## src/rtl/chg_pkg.sv

```systemverilog
// Constants shared by the backup charge scheduler and its helper modules.
// Assumes a 125 MHz bus clock and a free-running 256 Hz timekeeping clock.
// Function
// - Charge continuously 72 to 96 hours first.
// - Then start refresh charge cycles periodically.
// - Interval from frequency select, hot step-up.
// - Interval and on-time locked per cycle.
// - Force recharge restarts from initial charge.
// - Lower target in 4 degree steps above 25.
// - Sink current when target below battery.
// - Store 10-bit temperature result readable.
// - Measure temperature at every cycle start.
// - Interval sets delay to next cycle.
// - Measure request updates result and compensation.
// - Mid-cycle reading leaves interval, on-time alone.
// - Controller starts about 40 ms after start.
// - Configuration survives an internal restart.
package chg_pkg;
  // ----------------------------------------------------------------
  // Timing
  // ----------------------------------------------------------------
  localparam int CLK_KHZ          = 125000;
  localparam int STARTUP_MS       = 40;
  localparam int STARTUP_CYC      = STARTUP_MS * CLK_KHZ;
  localparam int LF_EDGES_PER_SEC = 256;
  localparam int INIT_HOURS_MIN   = 72;
  localparam int INIT_HOURS_MAX   = 96;
  localparam int SECS_PER_HOUR    = 3600;
  localparam int SECS_PER_MIN     = 60;
  localparam int TIMER_W          = 22;
  // ----------------------------------------------------------------
  // Temperature coding: code = (degC + offset) * 4.
  // ----------------------------------------------------------------
  localparam int TEMP_OFFS_C = 40;
  localparam int CODES_PER_C = 4;
  localparam int STEP_C      = 4;
  localparam logic [9:0] CODE_25C = 10'((25 + TEMP_OFFS_C) * CODES_PER_C);
  localparam logic [9:0] CODE_40C = 10'((40 + TEMP_OFFS_C) * CODES_PER_C);
  localparam logic [9:0] CODE_85C = 10'((85 + TEMP_OFFS_C) * CODES_PER_C);
  localparam logic [9:0] STEP_ROUND = 10'(STEP_C * CODES_PER_C - 1);
  localparam logic [3:0] STEP_MAX   = 4'((85 - 25) / STEP_C);
  // ----------------------------------------------------------------
  // Interval (hours) and on-time (minutes) table.
  // ----------------------------------------------------------------
  localparam logic [9:0] INTV_HOURS [4] = '{10'h300, 10'h0A8, 10'h018, 10'h004};
  localparam logic [7:0] ON_MIN_COLD = 8'h3C;
  localparam logic [7:0] ON_MIN_WARM = 8'h1E;
  localparam logic [7:0] ON_MIN_HOT  = 8'h0F;
  // ----------------------------------------------------------------
  // Register map and fields
  // ----------------------------------------------------------------
  localparam logic [4:0] REG_CONFIG  = 5'h00;
  localparam logic [4:0] REG_COMMAND = 5'h04;
  localparam logic [4:0] REG_TEMP    = 5'h08;
  localparam logic [4:0] REG_STATUS  = 5'h0C;
  localparam logic [2:0] CONFIG_RST  = 3'h0;
  localparam int CFG_HOT_BIT   = 2;
  localparam int CMD_FORCE_BIT = 0;
  localparam int CMD_MEAS_BIT  = 1;
  localparam logic [1:0] RESP_OKAY   = 2'h0;
  localparam logic [1:0] RESP_SLVERR = 2'h2;
endpackage

```

## src/rtl/temp_map_if.sv

```systemverilog
// Lookup request and answer between the scheduler and its table.
// Assumes both ends run on the same clock.
interface temp_map_if;
  logic [1:0] freq_sel;
  logic       hot_sel;
  logic       warm;
  logic       hot;
  logic [9:0] interval_hours;
  logic [7:0] on_minutes;
  modport lookup (input freq_sel, hot_sel, warm, hot, output interval_hours, on_minutes);
  modport user   (output freq_sel, hot_sel, warm, hot, input interval_hours, on_minutes);
endinterface

```

## src/rtl/backup_charge_scheduler.sv

```systemverilog
// Backup cell charge scheduler with AXI4-Lite registers.
// Assumes a 256 Hz clock pin, a handshaked 10-bit temperature converter and
// an analog comparator that flags when the cell sits above the target.
module backup_charge_scheduler #(
  parameter int STARTUP_CYCLES = chg_pkg::STARTUP_CYC,
  parameter int INIT_SECS      = chg_pkg::INIT_HOURS_MIN * chg_pkg::SECS_PER_HOUR,
  parameter int HOUR_SECS      = chg_pkg::SECS_PER_HOUR,
  parameter int MIN_SECS       = chg_pkg::SECS_PER_MIN
) (
  // Clock and reset
  input wire logic        aclk,
  input wire logic        aresetn,
  // AXI4-Lite write
  input wire logic [4:0]  awaddr,
  input wire logic        awvalid,
  output logic            awready,
  input wire logic [31:0] wdata,
  input wire logic [3:0]  wstrb,
  input wire logic        wvalid,
  output logic            wready,
  output logic [1:0]      bresp,
  output logic            bvalid,
  input wire logic        bready,
  // AXI4-Lite read
  input wire logic [4:0]  araddr,
  input wire logic        arvalid,
  output logic            arready,
  output logic [31:0]     rdata,
  output logic [1:0]      rresp,
  output logic            rvalid,
  input wire logic        rready,
  // Pins
  input wire logic        lf_clk_in,
  input wire logic        adc_done,
  input wire logic [9:0]  adc_data,
  input wire logic        batt_above_target,
  output logic            adc_start,
  output logic            backup_charge_en,
  output logic            backup_sink_en,
  output logic [3:0]      comp_step
);
  typedef enum logic [2:0] {ST_WAIT, ST_MEAS, ST_LOCK, ST_INIT, ST_ON, ST_OFF} state_e;
  state_e st_r;
  logic [2:0]  lf_sync_r;
  logic [1:0]  done_sync_r, batt_sync_r;
  logic [9:0]  data_m_r, data_s_r;
  logic [7:0]  lf_cnt_r;
  logic        sec_tick_r;
  logic [22:0] wait_cnt_r;
  logic [1:0]  freq_sel_r;
  logic        hot_sel_r, sw_meas_r, adc_busy_r, res_new_r, init_done_r, lock_wait_r;
  logic        cyc_start_r, on_start_r, cyc_done, on_done;
  logic [9:0]  temp_result_r, lock_hours_r;
  logic [7:0]  lock_min_r;
  logic [21:0] cyc_limit_r, on_limit_r;
  logic        wr_go, force_wr, meas_wr, rd_go, start_conv;
  logic [31:0] rd_val;
  temp_map_if  tm ();

  // ----------------------------------------------------------------
  // Pin synchronisers and 1 s tick from the slow clock
  // ----------------------------------------------------------------
  // Two stages per pin; the third lf stage only serves the edge detector.
  always_ff @(posedge aclk) begin
    if (!aresetn) begin
      lf_sync_r   <= 3'h0;
      done_sync_r <= 2'h0;
      batt_sync_r <= 2'h0;
      data_m_r    <= 10'h000;
      data_s_r    <= 10'h000;
    end else begin
      lf_sync_r   <= {lf_sync_r[1:0], lf_clk_in};
      done_sync_r <= {done_sync_r[0], adc_done};
      batt_sync_r <= {batt_sync_r[0], batt_above_target};
      data_m_r    <= adc_data;
      data_s_r    <= data_m_r;
    end
  end

  // Cycle and on-time timing comes from the timekeeping clock; the startup delay counts bus clocks.
  always_ff @(posedge aclk) begin
    if (!aresetn) begin
      lf_cnt_r   <= 8'h00;
      sec_tick_r <= 1'b0;
    end else begin
      sec_tick_r <= 1'b0;
      if (lf_sync_r[1] && !lf_sync_r[2]) begin
        lf_cnt_r <= lf_cnt_r + 8'h01;
        sec_tick_r <= lf_cnt_r == 8'(chg_pkg::LF_EDGES_PER_SEC - 1);
      end
    end
  end

  // ----------------------------------------------------------------
  // AXI4-Lite slave
  // ----------------------------------------------------------------
  // Ready is raised only with both address and data present, so either
  // arrival order works; one write and one read are in flight at most.
  assign wr_go    = awvalid && wvalid && !awready && !bvalid;
  assign rd_go    = arvalid && !arready && !rvalid;
  assign force_wr = wr_go && awaddr == chg_pkg::REG_COMMAND && wstrb[0]
                    && wdata[chg_pkg::CMD_FORCE_BIT];
  assign meas_wr  = wr_go && awaddr == chg_pkg::REG_COMMAND && wstrb[0]
                    && wdata[chg_pkg::CMD_MEAS_BIT];

  always_ff @(posedge aclk) begin
    if (!aresetn) begin
      awready <= 1'b0;
      wready  <= 1'b0;
      bvalid  <= 1'b0;
      bresp   <= chg_pkg::RESP_OKAY;
    end else begin
      awready <= wr_go;
      wready  <= wr_go;
      if (wr_go) begin
        bvalid <= 1'b1;
        bresp  <= (awaddr == chg_pkg::REG_CONFIG || awaddr == chg_pkg::REG_COMMAND ||
                   awaddr == chg_pkg::REG_TEMP || awaddr == chg_pkg::REG_STATUS) ?
                  chg_pkg::RESP_OKAY : chg_pkg::RESP_SLVERR;
      end else if (bready) begin
        bvalid <= 1'b0;
      end
    end
  end

  // Configuration is only cleared by the supply reset, never by a forced restart.
  always_ff @(posedge aclk) begin
    if (!aresetn) begin
      {hot_sel_r, freq_sel_r} <= chg_pkg::CONFIG_RST;
    end else if (wr_go && awaddr == chg_pkg::REG_CONFIG && wstrb[0]) begin
      freq_sel_r <= wdata[1:0];
      hot_sel_r  <= wdata[chg_pkg::CFG_HOT_BIT];
    end
  end

  always_comb begin
    rd_val = 32'h00000000;
    unique case (araddr)
      chg_pkg::REG_CONFIG:  rd_val = {29'h0, hot_sel_r, freq_sel_r};
      chg_pkg::REG_COMMAND: rd_val = {30'h0, sw_meas_r, 1'b0};
      chg_pkg::REG_TEMP:    rd_val = {22'h0, temp_result_r};
      chg_pkg::REG_STATUS:  rd_val = {21'h0, adc_busy_r, comp_step, backup_sink_en,
                                      backup_charge_en, init_done_r, st_r};
      default:              rd_val = 32'h00000000;
    endcase
  end

  always_ff @(posedge aclk) begin
    if (!aresetn) begin
      arready <= 1'b0;
      rvalid  <= 1'b0;
      rdata   <= 32'h00000000;
      rresp   <= chg_pkg::RESP_OKAY;
    end else begin
      arready <= rd_go;
      if (rd_go) begin
        rvalid <= 1'b1;
        rdata  <= rd_val;
        rresp  <= (araddr[4] || araddr[1:0] != 2'h0) ?
                  chg_pkg::RESP_SLVERR : chg_pkg::RESP_OKAY;
      end else if (rready) begin
        rvalid <= 1'b0;
      end
    end
  end

  // ----------------------------------------------------------------
  // Temperature conversion
  // ----------------------------------------------------------------
  assign start_conv = !adc_busy_r && !done_sync_r[1] && (sw_meas_r || st_r == ST_MEAS);

  // A software request arriving as a conversion starts is kept: set wins.
  always_ff @(posedge aclk) begin
    if (!aresetn) begin
      sw_meas_r <= 1'b0;
    end else if (meas_wr) begin
      sw_meas_r <= 1'b1;
    end else if (start_conv) begin
      sw_meas_r <= 1'b0;
    end
  end

  // Start is held until the converter reports done; data is taken then.
  always_ff @(posedge aclk) begin
    if (!aresetn) begin
      adc_busy_r    <= 1'b0;
      adc_start     <= 1'b0;
      res_new_r     <= 1'b0;
      temp_result_r <= 10'h000;
    end else begin
      res_new_r <= 1'b0;
      if (start_conv) begin
        adc_busy_r <= 1'b1;
        adc_start  <= 1'b1;
      end else if (adc_busy_r && done_sync_r[1]) begin
        adc_busy_r    <= 1'b0;
        adc_start     <= 1'b0;
        temp_result_r <= data_s_r;
        res_new_r     <= 1'b1;
      end
    end
  end

  // Compensation follows every new reading at once, mid-cycle included.
  always_ff @(posedge aclk) begin
    if (!aresetn) begin
      comp_step <= 4'h0;
    end else if (temp_result_r <= chg_pkg::CODE_25C) begin
      comp_step <= 4'h0;
    end else if (temp_result_r >= chg_pkg::CODE_85C) begin
      comp_step <= chg_pkg::STEP_MAX;
    end else begin
      comp_step <= 4'((temp_result_r - chg_pkg::CODE_25C + chg_pkg::STEP_ROUND) >> 4);
    end
  end

  // ----------------------------------------------------------------
  // Scheduler
  // ----------------------------------------------------------------
  assign tm.freq_sel = freq_sel_r;
  assign tm.hot_sel  = hot_sel_r;
  assign tm.warm     = temp_result_r > chg_pkg::CODE_25C;
  assign tm.hot      = temp_result_r >= chg_pkg::CODE_40C;

  temp_map u_map (
    .aclk    (aclk),
    .aresetn (aresetn),
    .tm      (tm.lookup)
  );

  sec_timer u_cyc (
    .aclk     (aclk),
    .aresetn  (aresetn),
    .start    (cyc_start_r),
    .sec_tick (sec_tick_r),
    .limit    (cyc_limit_r),
    .done     (cyc_done)
  );

  sec_timer u_on (
    .aclk     (aclk),
    .aresetn  (aresetn),
    .start    (on_start_r),
    .sec_tick (sec_tick_r),
    .limit    (on_limit_r),
    .done     (on_done)
  );

  // A forced recharge acts as an internal power-on event from any state.
  always_ff @(posedge aclk) begin
    if (!aresetn) begin
      st_r        <= ST_WAIT;
      wait_cnt_r  <= 23'h000000;
      init_done_r <= 1'b0;
      lock_wait_r <= 1'b0;
      cyc_start_r <= 1'b0;
      on_start_r  <= 1'b0;
      cyc_limit_r <= 22'h000000;
      on_limit_r  <= 22'h000000;
      lock_hours_r <= 10'h000;
      lock_min_r  <= 8'h00;
    end else begin
      cyc_start_r <= 1'b0;
      on_start_r  <= 1'b0;
      if (force_wr) begin
        st_r        <= ST_WAIT;
        wait_cnt_r  <= 23'h000000;
        init_done_r <= 1'b0;
      end else begin
        unique case (st_r)
          ST_WAIT: begin
            wait_cnt_r <= wait_cnt_r + 23'h000001;
            if (wait_cnt_r == 23'(STARTUP_CYCLES - 1)) st_r <= ST_MEAS;
          end
          ST_MEAS: if (res_new_r) begin
            st_r        <= ST_LOCK;
            lock_wait_r <= 1'b0;
          end
          ST_LOCK: begin
            // The table answers one cycle after the new reading settles.
            lock_wait_r <= 1'b1;
            if (lock_wait_r) begin
              lock_hours_r <= tm.interval_hours;
              lock_min_r   <= tm.on_minutes;
              cyc_start_r  <= 1'b1;
              if (!init_done_r) begin
                cyc_limit_r <= 22'(INIT_SECS);
                st_r        <= ST_INIT;
              end else begin
                cyc_limit_r <= 22'(tm.interval_hours * HOUR_SECS);
                on_limit_r  <= 22'(tm.on_minutes * MIN_SECS);
                on_start_r  <= 1'b1;
                st_r        <= ST_ON;
              end
            end
          end
          ST_INIT: if (cyc_done && !cyc_start_r) begin
            init_done_r <= 1'b1;
            st_r        <= ST_MEAS;
          end
          ST_ON: if (on_done && !on_start_r) st_r <= ST_OFF;
          ST_OFF: if (cyc_done) st_r <= ST_MEAS;
        endcase
      end
    end
  end

  // Drive or sink only during the initial charge and the on-time; sink when the cell sits high.
  always_ff @(posedge aclk) begin
    if (!aresetn) begin
      backup_charge_en <= 1'b0;
      backup_sink_en   <= 1'b0;
    end else begin
      backup_charge_en <= (st_r == ST_INIT || st_r == ST_ON) && !batt_sync_r[1];
      backup_sink_en   <= (st_r == ST_INIT || st_r == ST_ON) && batt_sync_r[1];
    end
  end

  // ----------------------------------------------------------------
  // Checks
  // ----------------------------------------------------------------
  chk_startup_hold: assert property (@(posedge aclk) disable iff (!aresetn)
    st_r == ST_WAIT && !force_wr && wait_cnt_r < 23'(STARTUP_CYCLES - 1) |=> st_r == ST_WAIT)
    else $error("startup delay ended early");
  chk_force_reboot: assert property (@(posedge aclk) disable iff (!aresetn)
    force_wr |=> st_r == ST_WAIT && !init_done_r)
    else $error("forced recharge did not restart");
  chk_lock_stable: assert property (@(posedge aclk) disable iff (!aresetn)
    (st_r == ST_ON || st_r == ST_OFF) |=> $stable(lock_hours_r) && $stable(cyc_limit_r))
    else $error("locked interval changed mid-cycle");
  chk_midcycle_meas: assert property (@(posedge aclk) disable iff (!aresetn)
    (st_r == ST_INIT || st_r == ST_ON || st_r == ST_OFF) && res_new_r |=> $stable(lock_min_r)
    && $stable(on_limit_r))
    else $error("mid-cycle reading changed on-time");
  chk_cycle_measure: assert property (@(posedge aclk) disable iff (!aresetn)
    st_r == ST_OFF && cyc_done && !force_wr |=> st_r == ST_MEAS ##1 adc_busy_r || $past(adc_busy_r))
    else $error("cycle start without measurement");
  chk_init_charge: assert property (@(posedge aclk) disable iff (!aresetn)
    st_r == ST_INIT && !batt_sync_r[1] |=> backup_charge_en)
    else $error("initial charge not driven");
  chk_sink_window: assert property (@(posedge aclk) disable iff (!aresetn)
    backup_sink_en |-> $past(st_r == ST_INIT || st_r == ST_ON) && $past(batt_sync_r[1]))
    else $error("sink outside on-time");
  chk_result_store: assert property (@(posedge aclk) disable iff (!aresetn)
    adc_busy_r && done_sync_r[1] && !start_conv |=> temp_result_r == $past(data_s_r) && res_new_r)
    else $error("temperature result not stored");
  chk_cold_target: assert property (@(posedge aclk) disable iff (!aresetn)
    temp_result_r <= chg_pkg::CODE_25C |=> comp_step == 4'h0)
    else $error("compensation applied at or below 25C");
  chk_meas_request: assert property (@(posedge aclk) disable iff (!aresetn)
    meas_wr |=> sw_meas_r || adc_busy_r)
    else $error("measure request lost");
endmodule // backup_charge_scheduler

```

## src/rtl/temp_map.sv

```systemverilog
// Temperature and setting to interval and on-time table, registered output.
// Assumes inputs are stable for one cycle before the answer is used.
module temp_map (
  // Clock and reset
  input wire logic      aclk,
  input wire logic      aresetn,
  // Lookup
  temp_map_if.lookup    tm
);
  logic [1:0] idx;
  // Hot step-up moves one row towards more frequent charging.
  always_comb begin
    idx = tm.freq_sel;
    if (tm.hot && tm.hot_sel && tm.freq_sel != 2'h3) begin
      idx = tm.freq_sel + 2'h1;
    end
  end
  // Table read lands in a register, as a small memory would.
  always_ff @(posedge aclk) begin
    if (!aresetn) begin
      tm.interval_hours <= chg_pkg::INTV_HOURS[0];
      tm.on_minutes     <= chg_pkg::ON_MIN_COLD;
    end else begin
      tm.interval_hours <= chg_pkg::INTV_HOURS[idx];
      tm.on_minutes     <= tm.hot ? chg_pkg::ON_MIN_HOT :
                           (tm.warm ? chg_pkg::ON_MIN_WARM : chg_pkg::ON_MIN_COLD);
    end
  end
endmodule // temp_map

```

## src/rtl/sec_timer.sv

```systemverilog
// Seconds counter with a loadable limit and a sticky done level.
// Assumes sec_tick is a one-cycle pulse once per second.
module sec_timer (
  // Clock and reset
  input wire logic                       aclk,
  input wire logic                       aresetn,
  // Control
  input wire logic                       start,
  input wire logic                       sec_tick,
  input wire logic [chg_pkg::TIMER_W-1:0] limit,
  output logic                           done
);
  logic [chg_pkg::TIMER_W-1:0] cnt_r;
  // A start clears both count and done, so a restart never sees a stale finish.
  always_ff @(posedge aclk) begin
    if (!aresetn) begin
      cnt_r <= '0;
      done  <= 1'b0;
    end else if (start) begin
      cnt_r <= '0;
      done  <= 1'b0;
    end else if (sec_tick && !done) begin
      cnt_r <= cnt_r + 1'b1;
      // One tick past the limit, so a part second at start never shortens a period.
      done  <= (cnt_r + 1'b1) > limit;
    end
  end
endmodule // sec_timer

```

## config.mk

```make
export PLATFORM = sky130hd
export DESIGN_NAME = backup_charge_scheduler
export DESIGN_NICKNAME = d
export VERILOG_FILES = /design/src/rtl/chg_pkg.sv /design/src/rtl/temp_map_if.sv /design/src/rtl/backup_charge_scheduler.sv /design/src/rtl/temp_map.sv /design/src/rtl/sec_timer.sv
export SDC_FILE = /design/constraint.sdc
export NUM_CORES = 1
export LEC_CHECK = 0
export BUFFER_PORTS_ARGS = -buffer_cell sky130_fd_sc_hd__buf_2
export CAP_MARGIN = 20
export CORE_ASPECT_RATIO = 1.4
export CORE_MARGIN = 5
export CORE_UTILIZATION = 60
export CTS_CLUSTER_SIZE = 30
export DETAILED_ROUTE_END_ITERATION = 16
export GPL_ROUTABILITY_DRIVEN = 1
export PLACE_DENSITY = 0.79
export REMOVE_ABC_BUFFERS = 1
export SETUP_SLACK_MARGIN = 0.3
export SYNTH_ARGS = -nofsm -noshare
export SYNTH_HDL_FRONTEND = slang
export SYNTH_SLANG_ARGS = --single-unit
```

## constraint.sdc

```tcl
create_clock -name aclk -period 5.8 [get_ports aclk]
set_clock_uncertainty 0.15 [all_clocks]
set_input_delay 0.58 -clock aclk [delete_from_list [all_inputs] [get_ports aclk]]
set_output_delay 0.58 -clock aclk [all_outputs]
set_load 0.05 [all_outputs]
```

==> results of run 1 <==
## worst max-delay path, cell delays in order, from the launching register on
cell      delay [ns]
dfxtp_1         0.53
fa_1            0.48
ha_1            0.31
ha_1            0.29
ha_1            0.35
fa_1            0.47
a21o_1          0.20
a21oi_1         0.24
o211ai_1        0.12
nand3_1         0.11
nor3_1          0.05
a221o_1         0.26
## power by group through the flow
stage	Combinational [mW]	Clock (mW)	Sequential [mW]
after floorplan	0.0914	0	1.38
after detailed placement	0.159	0	1.35
final	0.161	1.20	1.32
after CTS	0.161	1.21	1.32
after global placement	0.156	0	1.35
after global routing	0.175	1.27	1.32
## cell usage after synthesis, types with 3 or more instances
cell / n / area share
a211oi_1: 6 / 0.0047
mux2i_1: 9 / 0.0094
clkbuf_1: 31 / 0.012
a31oi_1: 5 / 0.0033
nand4_1: 33 / 0.021
inv_1: 63 / 0.025
buf_4: 24 / 0.019
o211ai_1: 3 / 0.0023
buf_2: 13 / 0.0068
o21bai_1: 3 / 0.0023
and4_1: 6 / 0.0055
nor3b_1: 4 / 0.0031
nor3_2: 3 / 0.0031
dfxtp_1: 187 / 0.39
a311oi_1: 5 / 0.0046
nor4_2: 3 / 0.0039
a22oi_1: 3 / 0.0023
and3_1: 13 / 0.0085
nor2_1: 133 / 0.052
or2_1: 3 / 0.0020
nand2_1: 96 / 0.037
nand3_1: 42 / 0.022
and2_1: 35 / 0.023
o21a_1: 3 / 0.0023
a22o_1: 3 / 0.0027
nor3_1: 28 / 0.015
fa_1: 4 / 0.0083
ha_1: 74 / 0.096
o21ai_0: 24 / 0.012
a21oi_1: 55 / 0.029
xnor2_1: 51 / 0.046
nor2b_1: 7 / 0.0046
xor2_1: 57 / 0.052
a21o_1: 7 / 0.0055
nand2b_1: 10 / 0.0065
a221oi_1: 8 / 0.0073
or3_1: 15 / 0.0098
## metrics by stage
stage          setup slack, ns  hold WS (ns)  total power, mW   util
3_3_place_gp              2.21         0.239             1.51  0.630
6_report                  2.14         0.188             2.68  0.671
2_1_floorplan             2.40         0.232             1.47      -
5_1_grt                   1.96         0.174             2.77  0.671
4_1_cts                   2.12         0.183             2.69  0.671
3_5_place_dp              2.14         0.248             1.51  0.630
## cells by family (layout without fill, tap and decap cells)
logic type                 Yosys count  in the layout  share of synthesized area
buffers and inverters              134            157                     0.0641
muxes                               10             10                     0.0117
DFF                                187            187                      0.389
and+or+nand+nor                    449            449                      0.236
AOI/OAI and AO/OA                  144            144                     0.0958
other                                1             23                   0.000390
adders and majority gates           78             78                      0.105
xor gates and xnor gates           108            108                     0.0983
## metal layers
metal / global-route usage / up-vias / share of wire
met2: 0.372 / 127 / 0.52
li1: - / 3812 / -
met4: 0.0782 / 0 / 0.023
met3: 0.0417 / 35 / 0.032
met5: 0 / - / 0
met1: 0.254 / 3547 / 0.42
## flip-flops by register name (all words and copies together) (netlist names), 2 cells and up
signal	flops
u_map.tm.interval_hours	5
cyc_limit_r	16
comp_step	4
u_on.cnt_r	22
st_r	3
u_map.tm.on_minutes	4
u_cyc.cnt_r	22
data_s_r	10
done_sync_r	2
rdata	11
freq_sel_r	2
data_m_r	10
batt_sync_r	2
lf_sync_r	3
wait_cnt_r	23
on_limit_r	11
temp_result_r	10
lf_cnt_r	8
## path summary, 6_finish.rpt
kind	from	endpoint	slack, ns	cells past startpoint
max	u_map.tm.interval_hours[7]$_SDFF_PP0_	cyc_limit_r[21]$_SDFFE_PN0P_	2.14	11
min	adc_data[9]	data_m_r[9]$_SDFF_PN0_	0.19	2
max reg2reg	u_map.tm.interval_hours[7]$_SDFF_PP0_	cyc_limit_r[21]$_SDFFE_PN0P_	2.14	11
min reg2reg	batt_sync_r[1]$_SDFF_PN0_	backup_charge_en$_SDFF_PN0_	0.26	1
## cell type report
class | instances | area [µm²]
clock buffers | 17 | 425
clock inverters | 15 | 204
fillers | 1294 | 5160
inverters | 63 | 236
multi-input cells | 812 | 5340
flip-flops and latches | 187 | 3740
well taps | 196 | 245
repair buffers | 62 | 318
==> flow_metrics.env, run 1 <==
export IMPL_clockBufferDepth=2
export IMPL_avgSynthCellArea_um2=8.66
export IMPL_setup_viol=0
export IMPL_grt_pass1_wl_um=33100
export IMPL_crit_path_start_kind="register"
export IMPL_ys_async_sr_fraction=0
export IMPL_final_cells=1352
export IMPL_crit_arrival_ns=3.83
export IMPL_swShare=0.274
export IMPL_drive_gt1_frac=0.0969
export IMPL_routedWlPerCell_um=14.1
export IMPL_globalRoute_totalOverflow=0
export IMPL_final_common_cell="dfxtp_1"
export IMPL_synth_flop_cell="dfxtp_1"
export IMPL_start_util=0.614
export IMPL_io_buffers=58
export IMPL_drv_slew=0
export IMPL_combPwrFrac=0.060
export IMPL_area_delta_synth_final_pct=9.30
export IMPL_path_class="reg2reg"
export IMPL_vias=7521
export IMPL_dp_cells=1319
export IMPL_period_needed_ns=3.66
export IMPL_ir_drop_mv=0.252
export IMPL_netlist_instances=1111
export IMPL_p_sw_uw=733
export IMPL_yosysUniqueCellTypes=69
export IMPL_cts_made_buffers=17
export IMPL_post_cts_buffers=0
export IMPL_drv_cap=0
export IMPL_die_h_um=160
export IMPL_yosysWarnings=0
export IMPL_power_share_clock=0.447
export IMPL_status="complete, no violations"
export IMPL_rsz0062_at_grt="no"
export IMPL_leakage_nw=4.32
export IMPL_fmax_ghz=0.273
export IMPL_cts_root_buf="clkbuf_16"
export IMPL_grtUsageTotal=0.213
export IMPL_synth_area_um2=9620
export IMPL_post_route_drc_count=0
export IMPL_grt_pass1_vias=7425
export IMPL_htree_levels=4
export IMPL_clk_pin_slew_ns=0.08
export IMPL_top_level_ports=114
export IMPL_power_frac_seq=0.493
export IMPL_clock_sinks=187
export IMPL_n_antenna_cell=0
export IMPL_die_area_um2=18700
export IMPL_cp_data_required_time_ns=5.98
export IMPL_antenna_found_initial=0
export IMPL_relSlewSlack=0.371
export IMPL_insertion_delay_ns=0.44
export IMPL_hold_buffers=0
export IMPL_hpwl_um=13700
export IMPL_final_area_um2=10500
export IMPL_vias_per_cell=5.56
export IMPL_hold_class="in2reg"
export IMPL_ant_nets=0
export IMPL_powerDensity_nw_per_um2=255
export IMPL_worstSetupEndpointType="register"
export IMPL_synth_edf_count=0
export IMPL_layout_common_cells="dfxtp_1 (187), nor2_1 (133), nand2_1 (96)"
export IMPL_coreArea_um2=15700
export IMPL_hold_violations=0
export IMPL_ys_ff_latch=187
export IMPL_place_gp_congestion=0.855
export IMPL_drt_iter0_markers=205
export IMPL_cts_tree="built"
export IMPL_final_nets=1287
export IMPL_cts_resized_gates=0
export IMPL_routed_wl_um=19000
export IMPL_intPower_mw=1.94
export IMPL_grt_max_degree=47
export IMPL_worst_pin_slew_ns=0.943
export IMPL_path_max_fanout=8
export IMPL_fp_row_count=54
export IMPL_seq_area_frac_synth=0.389
export IMPL_first_pass_iters=5
export IMPL_fin_crit_sh=0.630
export IMPL_tns_ns=0
export IMPL_dieWidth_um=117
export IMPL_placed_cell_area_um2=9880
Note: power is estimated with default switching activity, not from simulation.
==> run 2: changes to the inputs <==
Settings changed: ABC_AREA set to 1, CORE_UTILIZATION 60 to 53, PLACE_DENSITY 0.79 to 0.73.
Clock period 5.8 ns to 3.1 ns, I/O delays scaled along.
==> flow_metrics.env, run 2 <==
export IMPL_fp_row_count=58
export IMPL_seq_area_frac_synth=0.384
export IMPL_grt_pass1_vias=8321
export IMPL_drt_iter0_markers=346
export IMPL_synth_edf_count=0
export IMPL_synth_area_leader_cell="dfxtp_1"
export IMPL_hold_slack_ns=0.0526
export IMPL_clockBufferDepth=2
export IMPL_first_pass_iters=5
export IMPL_synth_flop_cell="dfxtp_1"
export IMPL_grtUsageTotal=0.202
export IMPL_path_class="reg2reg"
export IMPL_ant_nets=0
export IMPL_synth_area_um2=9760
export IMPL_fin_ws_ns=-0.0490
export IMPL_n_antenna_cell=0
export IMPL_period_needed_ns=3.15
export IMPL_power_total_mw=5.21
export IMPL_io_buffers=58
export IMPL_worst_pin_slew_ns=0.774
export IMPL_die_h_um=171
export IMPL_final_common_cell="inv_1"
export IMPL_place_ws_ns=-0.344
export IMPL_dp_cells=1604
export IMPL_routedWlPerCell_um=13.0
export IMPL_grt_max_degree=65
export IMPL_clk_pin_slew_ns=0.08
export IMPL_largest_register_ffs=23
export IMPL_setup_viol=2
export IMPL_final_area_um2=11600
export IMPL_hpwl_um=15100
export IMPL_cp_data_required_time_ns=3.31
export IMPL_worstRegToRegCells=13
export IMPL_final_nets=1554
export IMPL_htree_levels=4
export IMPL_insertion_delay_ns=0.43
export IMPL_fin_crit_sh=1.02
export IMPL_netlist_instances=1301
export IMPL_final_cells=1663
export IMPL_crit_arrival_ns=3.36
export IMPL_drv_slew=0
export IMPL_ir_drop_mv=0.414
export IMPL_die_area_um2=21300
export IMPL_antenna_found_initial=0
export IMPL_start_util=0.540
export IMPL_reg_top3="wait_cnt_r (23), u_cyc.cnt_r (22), u_on.cnt_r (22)"
export IMPL_leakage_nw=5.31
export IMPL_fmax_ghz=0.318
export IMPL_fillers=1512
export IMPL_worstSetupEndpointType="register"
export IMPL_avgSynthCellArea_um2=7.50
export IMPL_top_level_ports=114
export IMPL_grt_pass1_wl_um=36600
export IMPL_coreArea_um2=18100
export IMPL_crit_path_start_kind="register"
export IMPL_synth_area_leaders="dfxtp_1 (38%), ha_1 (9.5%), inv_1 (8.2%)"
export IMPL_hold_class="in2reg"
export IMPL_status="finished with violations"
export IMPL_holdPathStages=4
export IMPL_clock_sinks=187
export IMPL_routed_wl_um=21700
export IMPL_path_max_fanout=3
export IMPL_relSlewSlack=0.482
export IMPL_drive_gt1_frac=0.155
export IMPL_synth_most_common_cell="inv_1"
export IMPL_layout_common_cells="inv_1 (209), nand2_1 (197), dfxtp_1 (179)"
export IMPL_hold_violations=0
export IMPL_dieWidth_um=125
export IMPL_synth_common_cells="inv_1 (213), nand2_1 (203), dfxtp_1 (187)"
export IMPL_vias_per_cell=5.12
export IMPL_violations="setup timing"
export IMPL_cts_made_buffers=17
export IMPL_place_gp_congestion=0.917
export IMPL_rsz0062_at_grt="yes"
export IMPL_placed_cell_area_um2=10400
export IMPL_yosysWarnings=0
export IMPL_ys_async_sr_fraction=0
export IMPL_cts_tree="built"
export IMPL_largest_register="wait_cnt_r"
export IMPL_yosysUniqueCellTypes=50
export IMPL_powerDensity_nw_per_um2=449
export IMPL_ys_ff_latch=187
export IMPL_globalRoute_totalOverflow=0
export IMPL_vias=8518
export IMPL_post_route_drc_count=0
export IMPL_drv_cap=0
export IMPL_synth_top_area_frac=0.384
export IMPL_area_delta_synth_final_pct=19.0
export IMPL_cts_root_buf="clkbuf_16"
## run 2: what timing repair did
action	CTS	global route
endpoints found under the hold margin	19	0
resized for setup	25	43
buffers inserted	2	6
endpoints found under the setup margin	7	7
pin swaps	7	31
hold buffers	19	0
## run 2: cells by family after synthesis
kind of cell	Yosys count	share of synthesized area
flops	187	0.384
fa+ha+maj	78	0.103
compound gates	243	0.135
simple gates	469	0.217
xor+xnor	53	0.0476
buf+inv	270	0.114
other cells	1	0.000384
## run 2: path summary, 6_finish.rpt
path	to	startpoint	slack [ns]
max	cyc_limit_r[21]$_SDFFE_PN0P_	u_map.tm.interval_hours[3]$_SDFF_PN0_	-0.05
min	sw_meas_r$_SDFFE_PN0P_	awaddr[3]	0.05
min reg2reg	data_s_r[8]$_SDFF_PN0_	data_m_r[8]$_SDFF_PN0_	0.27
max reg2reg	cyc_limit_r[21]$_SDFFE_PN0P_	u_map.tm.interval_hours[3]$_SDFF_PN0_	-0.05
## run 2: final cells by class
| cell class | count | area, µm² | area share |
|---|---|---|---|
| Clock buffer | 17 | 425 | 0.0366 |
| Clock inverter | 15 | 201 | 0.0173 |
| Inverter | 217 | 817 | 0.0704 |
| Multi-Input combinational cell | 866 | 5290 | 0.455 |
| Sequential cell | 187 | 3760 | 0.324 |
| Tap cell | 240 | 300 | 0.0259 |
| Timing Repair Buffer | 121 | 815 | 0.0702 |
## run 2: critical path: stages, from the launching register on
cell and delay [ns]:
dfxtp_4 0.36, fa_1 0.54, ha_4 0.21, ha_4 0.27
ha_4 0.20, ha_4 0.16, fa_2 0.40, a21oi_2 0.14
o21ai_2 0.08, nand4_1 0.09, o311ai_2 0.13, a21oi_1 0.15
o21ai_1 0.07, a21oi_1 0.12
## run 2: metal layers
| layer | part of all wire | track usage |
|---|---|---|
| met5 | 0 | 0 |
| met4 | 0.021 | 0.0711 |
| met3 | 0.038 | 0.0394 |
| met2 | 0.53 | 0.396 |
| met1 | 0.41 | 0.215 |
## run 2: stage by stage
step            util  TNS [ns]
5_1_grt        0.643    -0.674
3_5_place_dp   0.576    -0.908
2_1_floorplan      -    -0.330
4_1_cts        0.628    -0.227
6_report       0.643   -0.0715
3_3_place_gp   0.576    -0.700
## run 2: power breakdown
part,total [mW],switching [mW],internal (mW)
Sequential,2.51,0.0458,2.46
Clock,2.24,1.12,1.12
Combinational,0.469,0.325,0.144
Total,5.21,1.49,3.72
